**config.mk**
```make
export PLATFORM = sky130hd
export DESIGN_NAME = io_capture_path
export DESIGN_NICKNAME = d
export VERILOG_FILES = /design/src/rtl/io_capture_pkg.sv /design/src/rtl/io_capture_path.sv /design/src/rtl/pad_delay_line.sv
export VERILOG_INCLUDE_DIRS = /design/src /design/src/rtl
export SDC_FILE = /design/constraint.sdc
export NUM_CORES = 1
export LEC_CHECK = 0
export BUFFER_PORTS_ARGS = -buffer_cell sky130_fd_sc_hd__buf_2
export CAP_MARGIN = 20
export CORE_MARGIN = 2
export CORE_UTILIZATION = 55
export CTS_BUF_LIST = sky130_fd_sc_hd__clkbuf_4
export DETAILED_ROUTE_END_ITERATION = 8
export PLACE_DENSITY = 0.93
export SYNTH_ARGS = -nofsm -noshare
export SYNTH_HDL_FRONTEND = slang
export SYNTH_SLANG_ARGS = --single-unit
export TNS_END_PERCENT = 30
```
**constraint.sdc**
```tcl
create_clock -name pclk -period 3.79 [get_ports pclk]
set_clock_uncertainty 0.05 [all_clocks]
set_input_delay 0.5685 -clock pclk [delete_from_list [all_inputs] [get_ports pclk]]
set_output_delay 0.5685 -clock pclk [all_outputs]
set_load 0.005 [all_outputs]
```
**src/rtl/io_capture_map.svh**
```systemverilog
// Register offsets, field positions, reset values and tap counts for the I/O capture path
`ifndef IO_CAPTURE_MAP_SVH
`define IO_CAPTURE_MAP_SVH

`define CAP_ADDR_W 12
`define CAP_OFS_CTRL 12'h000
`define CAP_OFS_STATUS 12'h004

// Control register fields
`define CAP_CTRL_A_REG 0
`define CAP_CTRL_B_REG 1
`define CAP_CTRL_CE_IN 2
`define CAP_CTRL_CE_OUT 3
`define CAP_CTRL_LATCH 4
`define CAP_CTRL_INIT_SET 5
`define CAP_CTRL_DLY_LO 6
`define CAP_CTRL_DLY_HI 7
`define CAP_CTRL_FCL 8
`define CAP_CTRL_INV_ICLK 9
`define CAP_CTRL_INV_OCLK 10
`define CAP_CTRL_MUX_AND 11
`define CAP_CTRL_CE_CONN 12
`define CAP_CTRL_ICLK_CONN 13
`define CAP_CTRL_GSR_CONN 14
`define CAP_CTRL_SOFT_GSR 15
`define CAP_CTRL_W 16
`define CAP_CTRL_RST 16'h700c

// Status register fields
`define CAP_STAT_PAD 0
`define CAP_STAT_DELAYED 1
`define CAP_STAT_FCL 2
`define CAP_STAT_STORE 3
`define CAP_STAT_FAB_A 4
`define CAP_STAT_FAB_B 5
`define CAP_STAT_OUT_Q 6
`define CAP_STAT_PAD_OUT 7
`define CAP_STAT_DLY_LO 8
`define CAP_STAT_DLY_HI 9

// Delay taps in pclk cycles
`define CAP_FULL_TAPS 4
`define CAP_MED_TAPS 2

`endif

```
**src/rtl/io_capture_pkg.sv**
```systemverilog
// Types shared by the I/O capture path
package io_capture_pkg;

	typedef enum logic [1:0] {
		DLY_AUTO = 2'b00,
		DLY_FULL = 2'b01,
		DLY_MEDIUM = 2'b10,
		DLY_NONE = 2'b11
	} delay_sel_t;

endpackage : io_capture_pkg

```
**src/rtl/io_capture_path.sv**
```systemverilog
// Input capture path of one programmable I/O cell, with output pad multiplexer
// Overview of operation
// [RQ1] Each fabric output picks direct or registered
// [RQ2] Shared clock enable applied to input/output/both
// [RQ3] Clock enable fixed active high, never inverted
// [RQ4] Global set/reset forces configured init value
// [RQ5] Flop loads on rising edge; latch transparent
// [RQ6] Unconnected clock enable reads as high
// [RQ7] Unconnected clock or set/reset reads low
// [RQ8] Optional data delay, largest by default
// [RQ9] Single-tap variant: delay inserted or bypassed
// [RQ10] Two-tap variant: full, medium or none
// [RQ11] Early latch before storage, output clock
// [RQ12] Early latch then rising-edge flop
// [RQ13] Early latch then transparent-high latch
// [RQ14] Either capture clock optionally inverted
// [RQ15] Early latch in use: default medium delay
// [RQ16] Output clock selects data or enable
// [RQ17] Multiplexer may act as AND gate
// [RQ18] Early latch feeds second storage stage
//
// Design decisions made here: the address map and the APB register port.
`include "io_capture_map.svh"

module io_capture_path #(
	parameter bit TWO_TAP = 1'b1,
	parameter int FULL_TAPS = `CAP_FULL_TAPS,
	parameter int MED_TAPS = `CAP_MED_TAPS
) (
	// Clock and reset
	input wire logic pclk,
	input wire logic presetn,
	input wire logic clk_en,
	// APB slave
	input wire logic psel,
	input wire logic penable,
	input wire logic pwrite,
	input wire logic [`CAP_ADDR_W-1:0] paddr,
	input wire logic [31:0] pwdata,
	output logic [31:0] prdata,
	output logic pready,
	output logic pslverr,
	// Pad side
	input wire logic pad_in,
	output logic pad_out,
	// Cell clocks, enable and global set/reset
	input wire logic in_clk,
	input wire logic out_clk,
	input wire logic shared_clk_en,
	input wire logic global_set_reset,
	// Fabric side
	input wire logic out_data,
	output logic fabric_in_a,
	output logic fabric_in_b
);
	import io_capture_pkg::*;

	// Register bus
	logic [`CAP_CTRL_W-1:0] ctrl_r;
	logic [31:0] prdata_r;
	logic pready_r;
	logic pslverr_r;
	wire access = psel & penable;
	wire sel_ctrl = (paddr == `CAP_OFS_CTRL);
	wire sel_stat = (paddr == `CAP_OFS_STATUS);
	wire mapped = sel_ctrl | sel_stat;
	wire commit = access & pready_r;
	wire ctrl_we = commit & pwrite & sel_ctrl;
	logic [31:0] rd_mux;

	// Synchronisers for everything arriving from pins
	logic [1:0] pad_s_r;
	logic [1:0] iclk_s_r;
	logic [1:0] oclk_s_r;
	logic [1:0] ce_s_r;
	logic [1:0] gsr_s_r;
	wire pad_s = pad_s_r[1];

	// Configuration fields
	wire fab_a_reg = ctrl_r[`CAP_CTRL_A_REG];
	wire fab_b_reg = ctrl_r[`CAP_CTRL_B_REG];
	wire ce_to_in = ctrl_r[`CAP_CTRL_CE_IN];
	wire ce_to_out = ctrl_r[`CAP_CTRL_CE_OUT];
	wire latch_mode = ctrl_r[`CAP_CTRL_LATCH];
	wire init_value = ctrl_r[`CAP_CTRL_INIT_SET];
	wire early_capture_latch = ctrl_r[`CAP_CTRL_FCL];
	wire inv_iclk = ctrl_r[`CAP_CTRL_INV_ICLK];
	wire inv_oclk = ctrl_r[`CAP_CTRL_INV_OCLK];
	wire mux_and = ctrl_r[`CAP_CTRL_MUX_AND];
	wire ce_conn = ctrl_r[`CAP_CTRL_CE_CONN];
	wire iclk_conn = ctrl_r[`CAP_CTRL_ICLK_CONN];
	wire gsr_conn = ctrl_r[`CAP_CTRL_GSR_CONN];
	wire soft_gsr = ctrl_r[`CAP_CTRL_SOFT_GSR];
	delay_sel_t dly_cfg;
	delay_sel_t dly_eff;

	// Effective cell signals
	wire ce_eff = ce_conn ? ce_s_r[1] : 1'b1; // RQ6
	wire ce_plain = ce_eff; // RQ3
	wire iclk_raw = iclk_conn & iclk_s_r[1]; // RQ7
	wire gsr_eff = (gsr_conn & gsr_s_r[1]) | soft_gsr; // RQ7
	wire iclk_eff = iclk_raw ^ inv_iclk; // RQ14
	wire oclk_eff = oclk_s_r[1] ^ inv_oclk; // RQ14
	wire ce_in = ce_to_in ? ce_plain : 1'b1; // RQ2
	wire ce_out = ce_to_out ? ce_plain : 1'b1; // RQ2

	// Clock edge tracking on the effective clocks
	logic iclk_d_r;
	logic oclk_d_r;
	wire iclk_rise = iclk_eff & ~iclk_d_r;
	wire oclk_rise = oclk_eff & ~oclk_d_r;

	// Storage stages
	logic delayed;
	logic fcl_q_r;
	logic store_q_r;
	logic out_q_r;
	logic fab_a_r;
	logic fab_b_r;
	logic pad_out_r;
	wire store_d = early_capture_latch ? fcl_q_r : delayed; // RQ18
	// Second latch is transparent-high only behind the early latch
	wire latch_open = early_capture_latch ? iclk_eff : ~iclk_eff;
	wire flop_load = ~latch_mode & iclk_rise & ce_in; // RQ5 RQ12
	wire latch_load = latch_mode & latch_open & ce_in; // RQ5 RQ13
	wire store_load = flop_load | latch_load;
	wire fcl_open = early_capture_latch & ~oclk_eff; // RQ11
	wire out_load = oclk_rise & ce_out;
	wire mux_sel_out = mux_and ? (out_q_r & ce_plain) : // RQ17
		(oclk_eff ? out_q_r : ce_plain); // RQ16

	// Delay selection: auto resolves to full, or medium behind the early latch
	assign dly_cfg = delay_sel_t'(ctrl_r[`CAP_CTRL_DLY_HI:`CAP_CTRL_DLY_LO]);

	always_comb begin
		dly_eff = dly_cfg;
		unique case (dly_cfg)
			DLY_AUTO: begin
				dly_eff = early_capture_latch ? DLY_MEDIUM : DLY_FULL; // RQ8 RQ15
			end
			DLY_FULL: begin
				dly_eff = DLY_FULL;
			end
			DLY_MEDIUM: begin
				dly_eff = DLY_MEDIUM; // RQ10
			end
			DLY_NONE: begin
				dly_eff = DLY_NONE;
			end
		endcase
		// Single tap has only inserted or bypassed
		if (!TWO_TAP && dly_eff != DLY_NONE) begin
			dly_eff = DLY_FULL; // RQ9
		end
	end

	pad_delay_line #(
		.FULL_TAPS(FULL_TAPS),
		.MED_TAPS(MED_TAPS)
	) u_delay (
		.pclk(pclk),
		.presetn(presetn),
		.clk_en(clk_en),
		.din(pad_s),
		.sel(dly_eff),
		.dout(delayed)
	);

	// Pin synchronisers; first stage read only by the second
	always_ff @(posedge pclk or negedge presetn) begin
		if (!presetn) begin
			pad_s_r <= 2'h0;
			iclk_s_r <= 2'h0;
			oclk_s_r <= 2'h0;
			ce_s_r <= 2'h0;
			gsr_s_r <= 2'h0;
		end else if (clk_en) begin
			pad_s_r <= {pad_s_r[0], pad_in};
			iclk_s_r <= {iclk_s_r[0], in_clk};
			oclk_s_r <= {oclk_s_r[0], out_clk};
			ce_s_r <= {ce_s_r[0], shared_clk_en};
			gsr_s_r <= {gsr_s_r[0], global_set_reset};
		end
	end

	always_ff @(posedge pclk or negedge presetn) begin
		if (!presetn) begin
			iclk_d_r <= 1'b0;
			oclk_d_r <= 1'b0;
		end else if (clk_en) begin
			iclk_d_r <= iclk_eff;
			oclk_d_r <= oclk_eff;
		end
	end

	// Early capture latch, clocked by the output clock
	always_ff @(posedge pclk or negedge presetn) begin
		if (!presetn)
			fcl_q_r <= 1'b0;
		else if (clk_en && fcl_open)
			fcl_q_r <= delayed; // RQ11
	end

	// Input storage element; set/reset overrides clock, enable and data
	always_ff @(posedge pclk or negedge presetn) begin
		if (!presetn)
			store_q_r <= 1'b0; // RQ4
		else if (clk_en) begin
			if (gsr_eff)
				store_q_r <= init_value; // RQ4
			else if (store_load)
				store_q_r <= store_d; // RQ5
		end
	end

	// Output storage element shares the clock enable and set/reset
	always_ff @(posedge pclk or negedge presetn) begin
		if (!presetn)
			out_q_r <= 1'b0;
		else if (clk_en) begin
			if (gsr_eff)
				out_q_r <= init_value;
			else if (out_load)
				out_q_r <= out_data; // RQ2
		end
	end

	// Fabric outputs and pad output
	always_ff @(posedge pclk or negedge presetn) begin
		if (!presetn) begin
			fab_a_r <= 1'b0;
			fab_b_r <= 1'b0;
			pad_out_r <= 1'b0;
		end else if (clk_en) begin
			fab_a_r <= fab_a_reg ? store_q_r : pad_s; // RQ1
			fab_b_r <= fab_b_reg ? store_q_r : pad_s; // RQ1
			pad_out_r <= mux_sel_out; // RQ16
		end
	end

	// Read data selection
	always_comb begin
		rd_mux = 32'h0;
		if (sel_ctrl) begin
			rd_mux[`CAP_CTRL_W-1:0] = ctrl_r;
		end else if (sel_stat) begin
			rd_mux[`CAP_STAT_PAD] = pad_s;
			rd_mux[`CAP_STAT_DELAYED] = delayed;
			rd_mux[`CAP_STAT_FCL] = fcl_q_r;
			rd_mux[`CAP_STAT_STORE] = store_q_r;
			rd_mux[`CAP_STAT_FAB_A] = fab_a_r;
			rd_mux[`CAP_STAT_FAB_B] = fab_b_r;
			rd_mux[`CAP_STAT_OUT_Q] = out_q_r;
			rd_mux[`CAP_STAT_PAD_OUT] = pad_out_r;
			rd_mux[`CAP_STAT_DLY_HI:`CAP_STAT_DLY_LO] = dly_eff;
		end
	end

	// One wait state: pready rises on the second access cycle
	always_ff @(posedge pclk or negedge presetn) begin
		if (!presetn) begin
			pready_r <= 1'b0;
			pslverr_r <= 1'b0;
			prdata_r <= 32'h0;
		end else if (clk_en) begin
			pready_r <= access & ~pready_r;
			if (access && !pready_r) begin
				pslverr_r <= ~mapped;
				prdata_r <= pwrite ? 32'h0 : rd_mux;
			end else begin
				pslverr_r <= 1'b0;
				prdata_r <= 32'h0;
			end
		end
	end

	// Status is read-only; writes there are ignored
	always_ff @(posedge pclk or negedge presetn) begin
		if (!presetn)
			ctrl_r <= `CAP_CTRL_RST;
		else if (clk_en && ctrl_we)
			ctrl_r <= pwdata[`CAP_CTRL_W-1:0];
	end

	assign prdata = prdata_r;
	assign pready = pready_r;
	assign pslverr = pslverr_r;
	assign pad_out = pad_out_r;
	assign fabric_in_a = fab_a_r;
	assign fabric_in_b = fab_b_r;

endmodule : io_capture_path

```
**src/rtl/pad_delay_line.sv**
```systemverilog
// Tapped delay line for the pad data, output taken from a register
`include "io_capture_map.svh"

module pad_delay_line #(
	parameter int FULL_TAPS = `CAP_FULL_TAPS,
	parameter int MED_TAPS = `CAP_MED_TAPS
) (
	// Clock and reset
	input wire logic pclk,
	input wire logic presetn,
	input wire logic clk_en,
	// Data
	input wire logic din,
	input wire io_capture_pkg::delay_sel_t sel,
	output logic dout
);
	import io_capture_pkg::*;

	logic [FULL_TAPS:0] tap;
	logic chosen;

	assign tap[0] = din;

	genvar i;
	generate
		for (i = 1; i <= FULL_TAPS; i++) begin : g_tap
			logic stage_r;
			always_ff @(posedge pclk or negedge presetn) begin
				if (!presetn)
					stage_r <= 1'b0;
				else if (clk_en)
					stage_r <= tap[i-1];
			end
			assign tap[i] = stage_r;
		end
	endgenerate

	// Auto never reaches here; the caller resolves it first
	assign chosen = (sel == DLY_NONE) ? tap[0] :
		(sel == DLY_MEDIUM) ? tap[MED_TAPS] : tap[FULL_TAPS];

	always_ff @(posedge pclk or negedge presetn) begin
		if (!presetn)
			dout <= 1'b0;
		else if (clk_en)
			dout <= chosen;
	end

endmodule : pad_delay_line

```
==> results of run 1 <==
## Yosys cell counts (all sizes together) (2+ instances only)
| cell type | n | share of area [%] |
|---|---|---|
| dfrtp | 52 | 49 |
| mux2 | 31 | 15 |
| buf | 18 | 5.7 |
| mux2i | 13 | 4.9 |
| o2bb2ai | 11 | 3.6 |
| a21oi | 7 | 1.3 |
| a22o | 7 | 2.3 |
| clkbuf | 7 | 0.99 |
| nor2 | 6 | 0.85 |
| dfstp | 5 | 4.9 |
| inv | 5 | 0.71 |
| nand2 | 5 | 0.71 |
| o21ai | 5 | 0.94 |
| nor2b | 4 | 0.94 |
| nand2b | 3 | 0.71 |
| nand3 | 3 | 0.57 |
| nor3 | 3 | 0.57 |
| nor4 | 2 | 0.94 |
| or3 | 2 | 0.47 |
| xnor2 | 2 | 0.66 |
## flip-flops by register name (all words and copies together) (netlist names), 2 cells and up
register               flops
oclk_s_r                   2
ce_s_r                     2
iclk_s_r                   2
gsr_s_r                    2
u_delay.g_tap.stage_r      4
prdata                    16
pad_s_r                    2
ctrl_r                    16
## where the power goes
part	leakage [nW]	total (W)	switching [W]	internal (W)
clock	0.0675	0.000372	0.000204	0.000168
sequential	0.728	0.000681	0.0000307	0.000651
combinational	0.728	0.000138	0.0000674	0.0000704
## final cells by class
class	instances	area, um2	share of cell area [%]
multi-input combinational	133	1080	35.5
clock inverter	2	7.51	0.247
sequential	57	1430	47.2
clock buffer	14	105	3.46
timing repair buffer	63	323	10.6
tap	54	67.6	2.22
inverter	6	22.5	0.742
## path summary, 6_finish.rpt
check	from	endpoint	slack, ns	cells past startpoint
setup / recovery	paddr[4]	ctrl_r[15]	1.66	5
hold / removal	presetn	ctrl_r[8]	0.09	1
setup reg to reg	pready	ctrl_r[0]	1.93	3
hold reg to reg	prdata[3]	prdata[3]	0.44	1
max in group asynchronous	presetn	ctrl_r[14]	2.75	2
min in group pclk	in_clk	iclk_s_r[0]	0.34	2
## layout by cell type (no fill, tap or decap), types with 6 or more instances in the layout
cell,netlist,final
sky130_fd_sc_hd__mux2_4,10,10
sky130_fd_sc_hd__nor2_1,6,6
sky130_fd_sc_hd__mux2_2,21,21
sky130_fd_sc_hd__clkbuf_4,0,14
sky130_fd_sc_hd__a21oi_1,7,7
sky130_fd_sc_hd__o2bb2ai_1,11,11
sky130_fd_sc_hd__dfrtp_1,52,52
sky130_fd_sc_hd__mux2i_1,13,13
sky130_fd_sc_hd__a22o_1,7,7
sky130_fd_sc_hd__conb_1,1,16
sky130_fd_sc_hd__buf_2,0,60
## routing by layer
| metal | part of all wire, % | up-vias |
|---|---|---|
| li1 | - | 840 |
| met1 | 44 | 866 |
| met2 | 46 | 67 |
| met3 | 6.2 | 13 |
| met4 | 3.0 | 0 |
| met5 | 0 | - |
## metrics by stage
stage	utilization [%]	hold WS (ns)	cells	power, W
final	64.7	0.0896	329	0.00119
after detailed placement	62.3	0.424	313	0.000832
after global routing	64.7	0.104	329	0.00125
after CTS	64.7	0.0902	329	0.00120
after global placement	62.3	0.416	313	0.000825
after floorplan	-	0.223	221	0.000779
## worst max-delay path: stages
cell and delay [ns]:
sky130_fd_sc_hd__buf_2 0.10, sky130_fd_sc_hd__nor4_2 0.28, sky130_fd_sc_hd__nand3_1 0.18, sky130_fd_sc_hd__or3_1 0.79, sky130_fd_sc_hd__mux2_4 0.45
## logic make-up (layout without fill, tap and decap cells)
family | after synthesis | count (layout) | share of synthesized area (%)
flops | 57 | 57 | 54.0
xor+xnor | 3 | 3 | 1.51
simple gates | 34 | 34 | 7.45
buf+inv | 31 | 85 | 7.54
compound gates | 36 | 36 | 9.94
other cells | 1 | 16 | 0.141
mux | 44 | 44 | 19.5
==> results.txt, run 1 <==
The transition time at the pin with the least slew margin is 0.970 ns. After the last flow step, the layout net total stands at 326. Compared with the post-synthesis result, the final layout area differs by 14.4%. The number of distinct library cells after synthesis came out at 38.

The via count of the first global-routing pass came out at 1,742. The post-route fraction of the period consumed by the critical path came out at 56.2%. In this run the post-CTS setup repair buffer count came out at 0. The post-CTS resize count is 0. Before antenna repair, the detailed router went through 4 iterations. The die outline area is 5400 um2. The hold violation total from the final report is 0. The worst pin sits at a relative slew slack of 35.3%. After synthesis, the share of flip-flops with an asynchronous set or reset is 100%. The power per cell area came out at 392 nW/um2. For this block, the initial DRC count from the detailed router was 121. In this run the tool buffered the top-level ports with 60 buffer cells. The TritonCTS clock tree is built. The final critical-path required period is 2.13 ns. The cell sitting at the root of the clock tree is a sky130_fd_sc_hd__clkbuf_4.

Counting every instance in the synthesized netlist gives 206. The setup TNS came out at 0 ns. The initial antenna violation count came out at 0.

The total wire length after detailed routing is 5070 um. The aggregate global routing overflow is 0. Global routing used 4.80% of the available met3 tracks. For this design the static power due to leakage is 1.52 nW.

The total track usage came out at 20.6%. The tree built by TritonCTS fans out to 57 sinks. The worst setup path is launched from an input pin. In the routed layout, each cell is associated on average with a via count of 5.43. For this run, the number of Yosys warnings is 0. After synthesis, flip-flops and latches occupy 54.0% of the total area. In this run the cell area of the synthesized design comes to 2660 um2. The most used flip-flop cell after synthesis is sky130_fd_sc_hd__dfrtp_1.

The residual DRC count came out at 0. Once the floorplan was initialized, standard cells occupied 56.6% of the core. The number of buffers inserted for hold repair after clock tree synthesis is 0. In the final layout, the share of cells above drive strength 1 is 42.2%. The class of the most critical setup path is input pin to flip-flop. Setup slack on the critical path of the routed design comes to 1.66 ns.

For met1 alone, demand over resource in global routing was 26.0%. The total inserted antenna cells is 0. The clock edge transition at the registers on the reported setup and hold paths came out at 0.09 ns. The standard-cell row count is 25. The met2 track demand over resource is 32.1%.

The max-slew violation total from the final report is 0. The largest net degree at the start of global routing came out at 35. The number of primary I/O pins came out at 93.

The first global-routing pass estimated 8140 um of wire. The maximum fanout along the worst path came out at 16. The arrival time at the worst endpoint came out at 2.36 ns. Fill cells in the final layout number 359.

Synthesis inferred 57 register bits. The path category of the worst min-delay check is input pin to async pin. The H-tree generated during clock tree synthesis spans 3 levels. For this run, the top clock speed supported by timing is 470 MHz. The die height came out at 73.5 um. The finished cells cover 3040 um2. The clock network latency to the later pin of the worst-skew pair came out at 0.40 ns. Across the VDD grid, the largest voltage drop is 0.000302 V.

The final estimated routing congestion in global placement is 0.800. Setup repair after global routing left no endpoint under its margin. The global routing's busiest layer is met2.

Once placement finished, the instance area stood at 2920 um2. The pre-CTS setup slack came out at 1.25 ns. The number of synthesized flops with an enable pin is 0.

The total via count after detailed routing came out at 1,786. The die outline width came out at 73.5 um. The estimated wirelength of the detail-placed design came out at 3600 um. The average detailed-routed wire length per instance came out at 15.4 um.

The average instance area after synthesis is 12.9 um2. Once detail routing completed, the nets flagged for antenna violations numbered 0. No sink is reached through more buffers than the 2 on the longest clock path. The count of endpoints failing setup in the final report is 0. The total CTS buffers came out at 9. The core box area came out at 4690 um2. The kind of capture point of the worst setup path is a flip-flop. The critical path data required time came out at 4.02 ns. The flow ran to the end, and the final reports show no timing, DRC or antenna violations.

The tool flagged a number of max-cap violations equal to 0.
Power figures use the tool's default switching activity.
==> run 2, diff against run 1 <==
--- a/config.mk
+++ b/config.mk
@@ -9,10 +9,10 @@
 export BUFFER_PORTS_ARGS = -buffer_cell sky130_fd_sc_hd__buf_2
 export CAP_MARGIN = 20
 export CORE_MARGIN = 2
-export CORE_UTILIZATION = 55
+export CORE_UTILIZATION = 47
 export CTS_BUF_LIST = sky130_fd_sc_hd__clkbuf_4
 export DETAILED_ROUTE_END_ITERATION = 8
-export PLACE_DENSITY = 0.93
+export PLACE_DENSITY = 0.85
 export SYNTH_ARGS = -nofsm -noshare
 export SYNTH_HDL_FRONTEND = slang
 export SYNTH_SLANG_ARGS = --single-unit
==> constraint.sdc (replaced) <==
create_clock -name pclk -period 1.9 [get_ports pclk]
set_clock_uncertainty 0.05 [all_clocks]
set_input_delay 0.285 -clock pclk [delete_from_list [all_inputs] [get_ports pclk]]
set_output_delay 0.285 -clock pclk [all_outputs]
set_load 0.005 [all_outputs]
==> run 2 against run 1 <==
Net effect: first-iteration DRC count is 40% lower; sequential cell count is the same; register-to-register slack worse by 1.6 ns; final cell count is 7.3% higher; sequential share of layout area decreased by 1.2 points; global-route usage is 2.4 points lower; wire length up 3.8%; utilization down 7.7 points; highest routed layer unchanged.
==> results.txt, run 2 (synthesis results as in run 1) <==
The ratio of cells with drive above 1 in the final layout came out at 42.3%. The critical path's largest stage delay came out at 0.55 ns. The highest-delay cell along the critical path is sky130_fd_sc_hd__dfstp_2.

The violation count after the first detailed-route iteration is 73. The critical path launch point type is a flip-flop. The count of endpoints failing setup in the final report is 0. Global routing finished with a remaining overflow of 0.

The via count of the first global-routing pass was 1,745. The count of H-tree levels built during CTS came out at 3. The die is 79.2 um wide. The final estimated routing congestion in global placement is 0.829. The total inserted antenna cells is 0. The arrival time at the worst endpoint is 1.82 ns. The kind of capture point of the worst setup path is a flip-flop. The count of clock tree sinks came out at 57. The final critical-path required period came out at 1.56 ns.

The total via count after detailed routing is 1,804. The critical path contains buffers and inverters numbering 0 combined. The startpoint identified for the worst hold timing path is pwdata[5]. The final critical path takes up 82.3% of the cycle.

The estimated wirelength of the detail-placed design is 3820 um. The floorplan has 27 rows. The critical path goes through and2_1, xnor3_1, o21ai_0, nor3b_1. The initial cell density of the core is 48.5%. The initial antenna violation count came out at 0. The critical path data required time is 2.16 ns. The max-slew headroom at the worst pin came out at 64.3%.

The critical path is of the flip-flop to flip-flop type. The residual DRC count came out at 0. The total CTS buffers came out at 9. The number of primary I/O pins is 93. The maximum operating frequency came out at 640 MHz. The remaining antenna violation count came out at 0. The max-slew violation total from the final report came out at 0. Across the VDD grid, the largest voltage drop is 0.000484 V.

The maximum number of buffers from clock root to sink came out at 2. The synthesis-to-finish area growth is 17.5%. The launching element of the worst setup path is ctrl_r[13]. The area of placed instances is 3010 um2. The largest net degree at the start of global routing is 37. The first global-routing pass estimated 8470 um of wire. The post-CTS resize count came out at 0. The transition time at the pin with the least slew margin came out at 0.536 ns. The root buffer selected by CTS is sky130_fd_sc_hd__clkbuf_4.

In this run the critical register-to-register path is launched from ctrl_r[13]. Measured along the y axis, the die boundary spans 79.2 um. In the layout the commonest cells are 60 x sky130_fd_sc_hd__buf_2, 52 x sky130_fd_sc_hd__dfrtp_1, 21 x sky130_fd_sc_hd__mux2_2.

Using the TritonRoute via totals, the vias-per-cell ratio works out to 5.11. The power per cell area is 747 nW/um2. The flow ran to the end, and the final reports show no timing, DRC or antenna violations. Broken down by cell family, the worst path's largest delay share belongs to flip-flops. The average detailed-routed wire length per instance came out at 14.9 um. The clock network latency to the later pin of the worst-skew pair is 0.39 ns. The core box area came out at 5470 um2. The path class of the tightest hold or removal check is input pin to flip-flop.

Port buffering added 60 buffers. The clock edge transition at the registers on the reported setup and hold paths came out at 0.09 ns. The post-route cell area came out at 3120 um2. The number of iterations in the first detailed-routing pass is 4. The hold violation total from the final report is 0. At the end of the flow, the number of nets in the layout was 332. The maximum fanout along the worst path came out at 3. The total power consumption of the routed design came out at 0.00233 W.

The standby leakage power is 1.55 nW. Setup repair after global routing left no endpoint under its margin. The total track usage came out at 18.2%. The library cell used most frequently in the layout, excluding fill and tap cells, is sky130_fd_sc_hd__buf_2.

The reported max-cap violation count came out at 0. The TritonCTS clock tree is built. The die outline area is 6270 um2. The total wire length after detailed routing is 5260 um.
## run 2: changes by cell type in the layout (fill, tap and decap cells not counted)
cell	previous run	this run
sky130_fd_sc_hd__clkinv_2	0	2
sky130_fd_sc_hd__buf_4	3	6
sky130_fd_sc_hd__buf_12	0	2
sky130_fd_sc_hd__clkinv_1	3	5
sky130_fd_sc_hd__dlygate4sd3_1	0	1
sky130_fd_sc_hd__clkbuf_4	14	10
## run 2: routing by layer
| layer | up-vias | routed length (um) | track usage [%] | share of wire, % |
|---|---|---|---|---|
| li1 | 852 | - | - | - |
| met1 | 887 | 2260 | 22.9 | 43 |
| met2 | 56 | 2620 | 29.2 | 50 |
| met3 | 9 | 269 | 4.09 | 5.1 |
| met4 | 0 | 110 | 9.83 | 2.1 |
| met5 | - | 0 | 0 | 0 |
## run 2: metrics by stage
| step | instances | setup TNS, ns | setup slack [ns] | hold WS, ns | util, % |
|---|---|---|---|---|---|
| after CTS | 353 | 0 | 0.327 | 0.0515 | 57.0 |
| after floorplan | 221 | 0 | 0.128 | -0.0606 | - |
| final | 353 | 0 | 0.336 | 0.0693 | 57.0 |
| after global routing | 353 | 0 | 0.198 | 0.0490 | 57.0 |
| after detailed placement | 336 | -0.0394 | -0.00750 | 0.241 | 55.0 |
| after global placement | 336 | 0 | 0.0489 | 0.233 | 55.0 |
## run 2: worst reg2reg max path: stages (launching register included)
cell	delay (ns)
sky130_fd_sc_hd__dfstp_2	0.55
sky130_fd_sc_hd__and2_1	0.19
sky130_fd_sc_hd__xnor3_1	0.35
sky130_fd_sc_hd__o21ai_0	0.15
sky130_fd_sc_hd__nor3b_1	0.20
## run 2: worst paths after layout
kind | slack, ns | to | cells past startpoint
worst max register to register | 0.34 | store_q_r | 4
worst min-delay path | 0.07 | ctrl_r[5] | 2
worst min register to register | 0.44 | prdata[8] | 1
max in group asynchronous | 0.81 | ctrl_r[13] | 3
worst max-delay path | 0.34 | store_q_r | 4
min in group asynchronous | 0.34 | fabric_in_a | 2
## run 2: layout make-up
type | count | area [um2]
Clock buffer | 10 | 75.1
Clock inverter | 6 | 25.0
Fill cell | 457 | 2350
Inverter | 6 | 22.5
Multi-Input combinational cell | 133 | 1080
Sequential cell | 57 | 1430
Tap cell | 72 | 90.1
Timing Repair Buffer | 69 | 395
## run 2: report_power, final
part	switching (W)	internal, W
clock	0.000420	0.000262
sequential	0.0000632	0.00130
combinational	0.000138	0.000147
## run 2: what timing repair did
action	4_1_cts	5_1_grt
setup endpoints to repair	0	0
buffers inserted	0	0
hold buffers	1	0
endpoints found under the hold margin	19	0
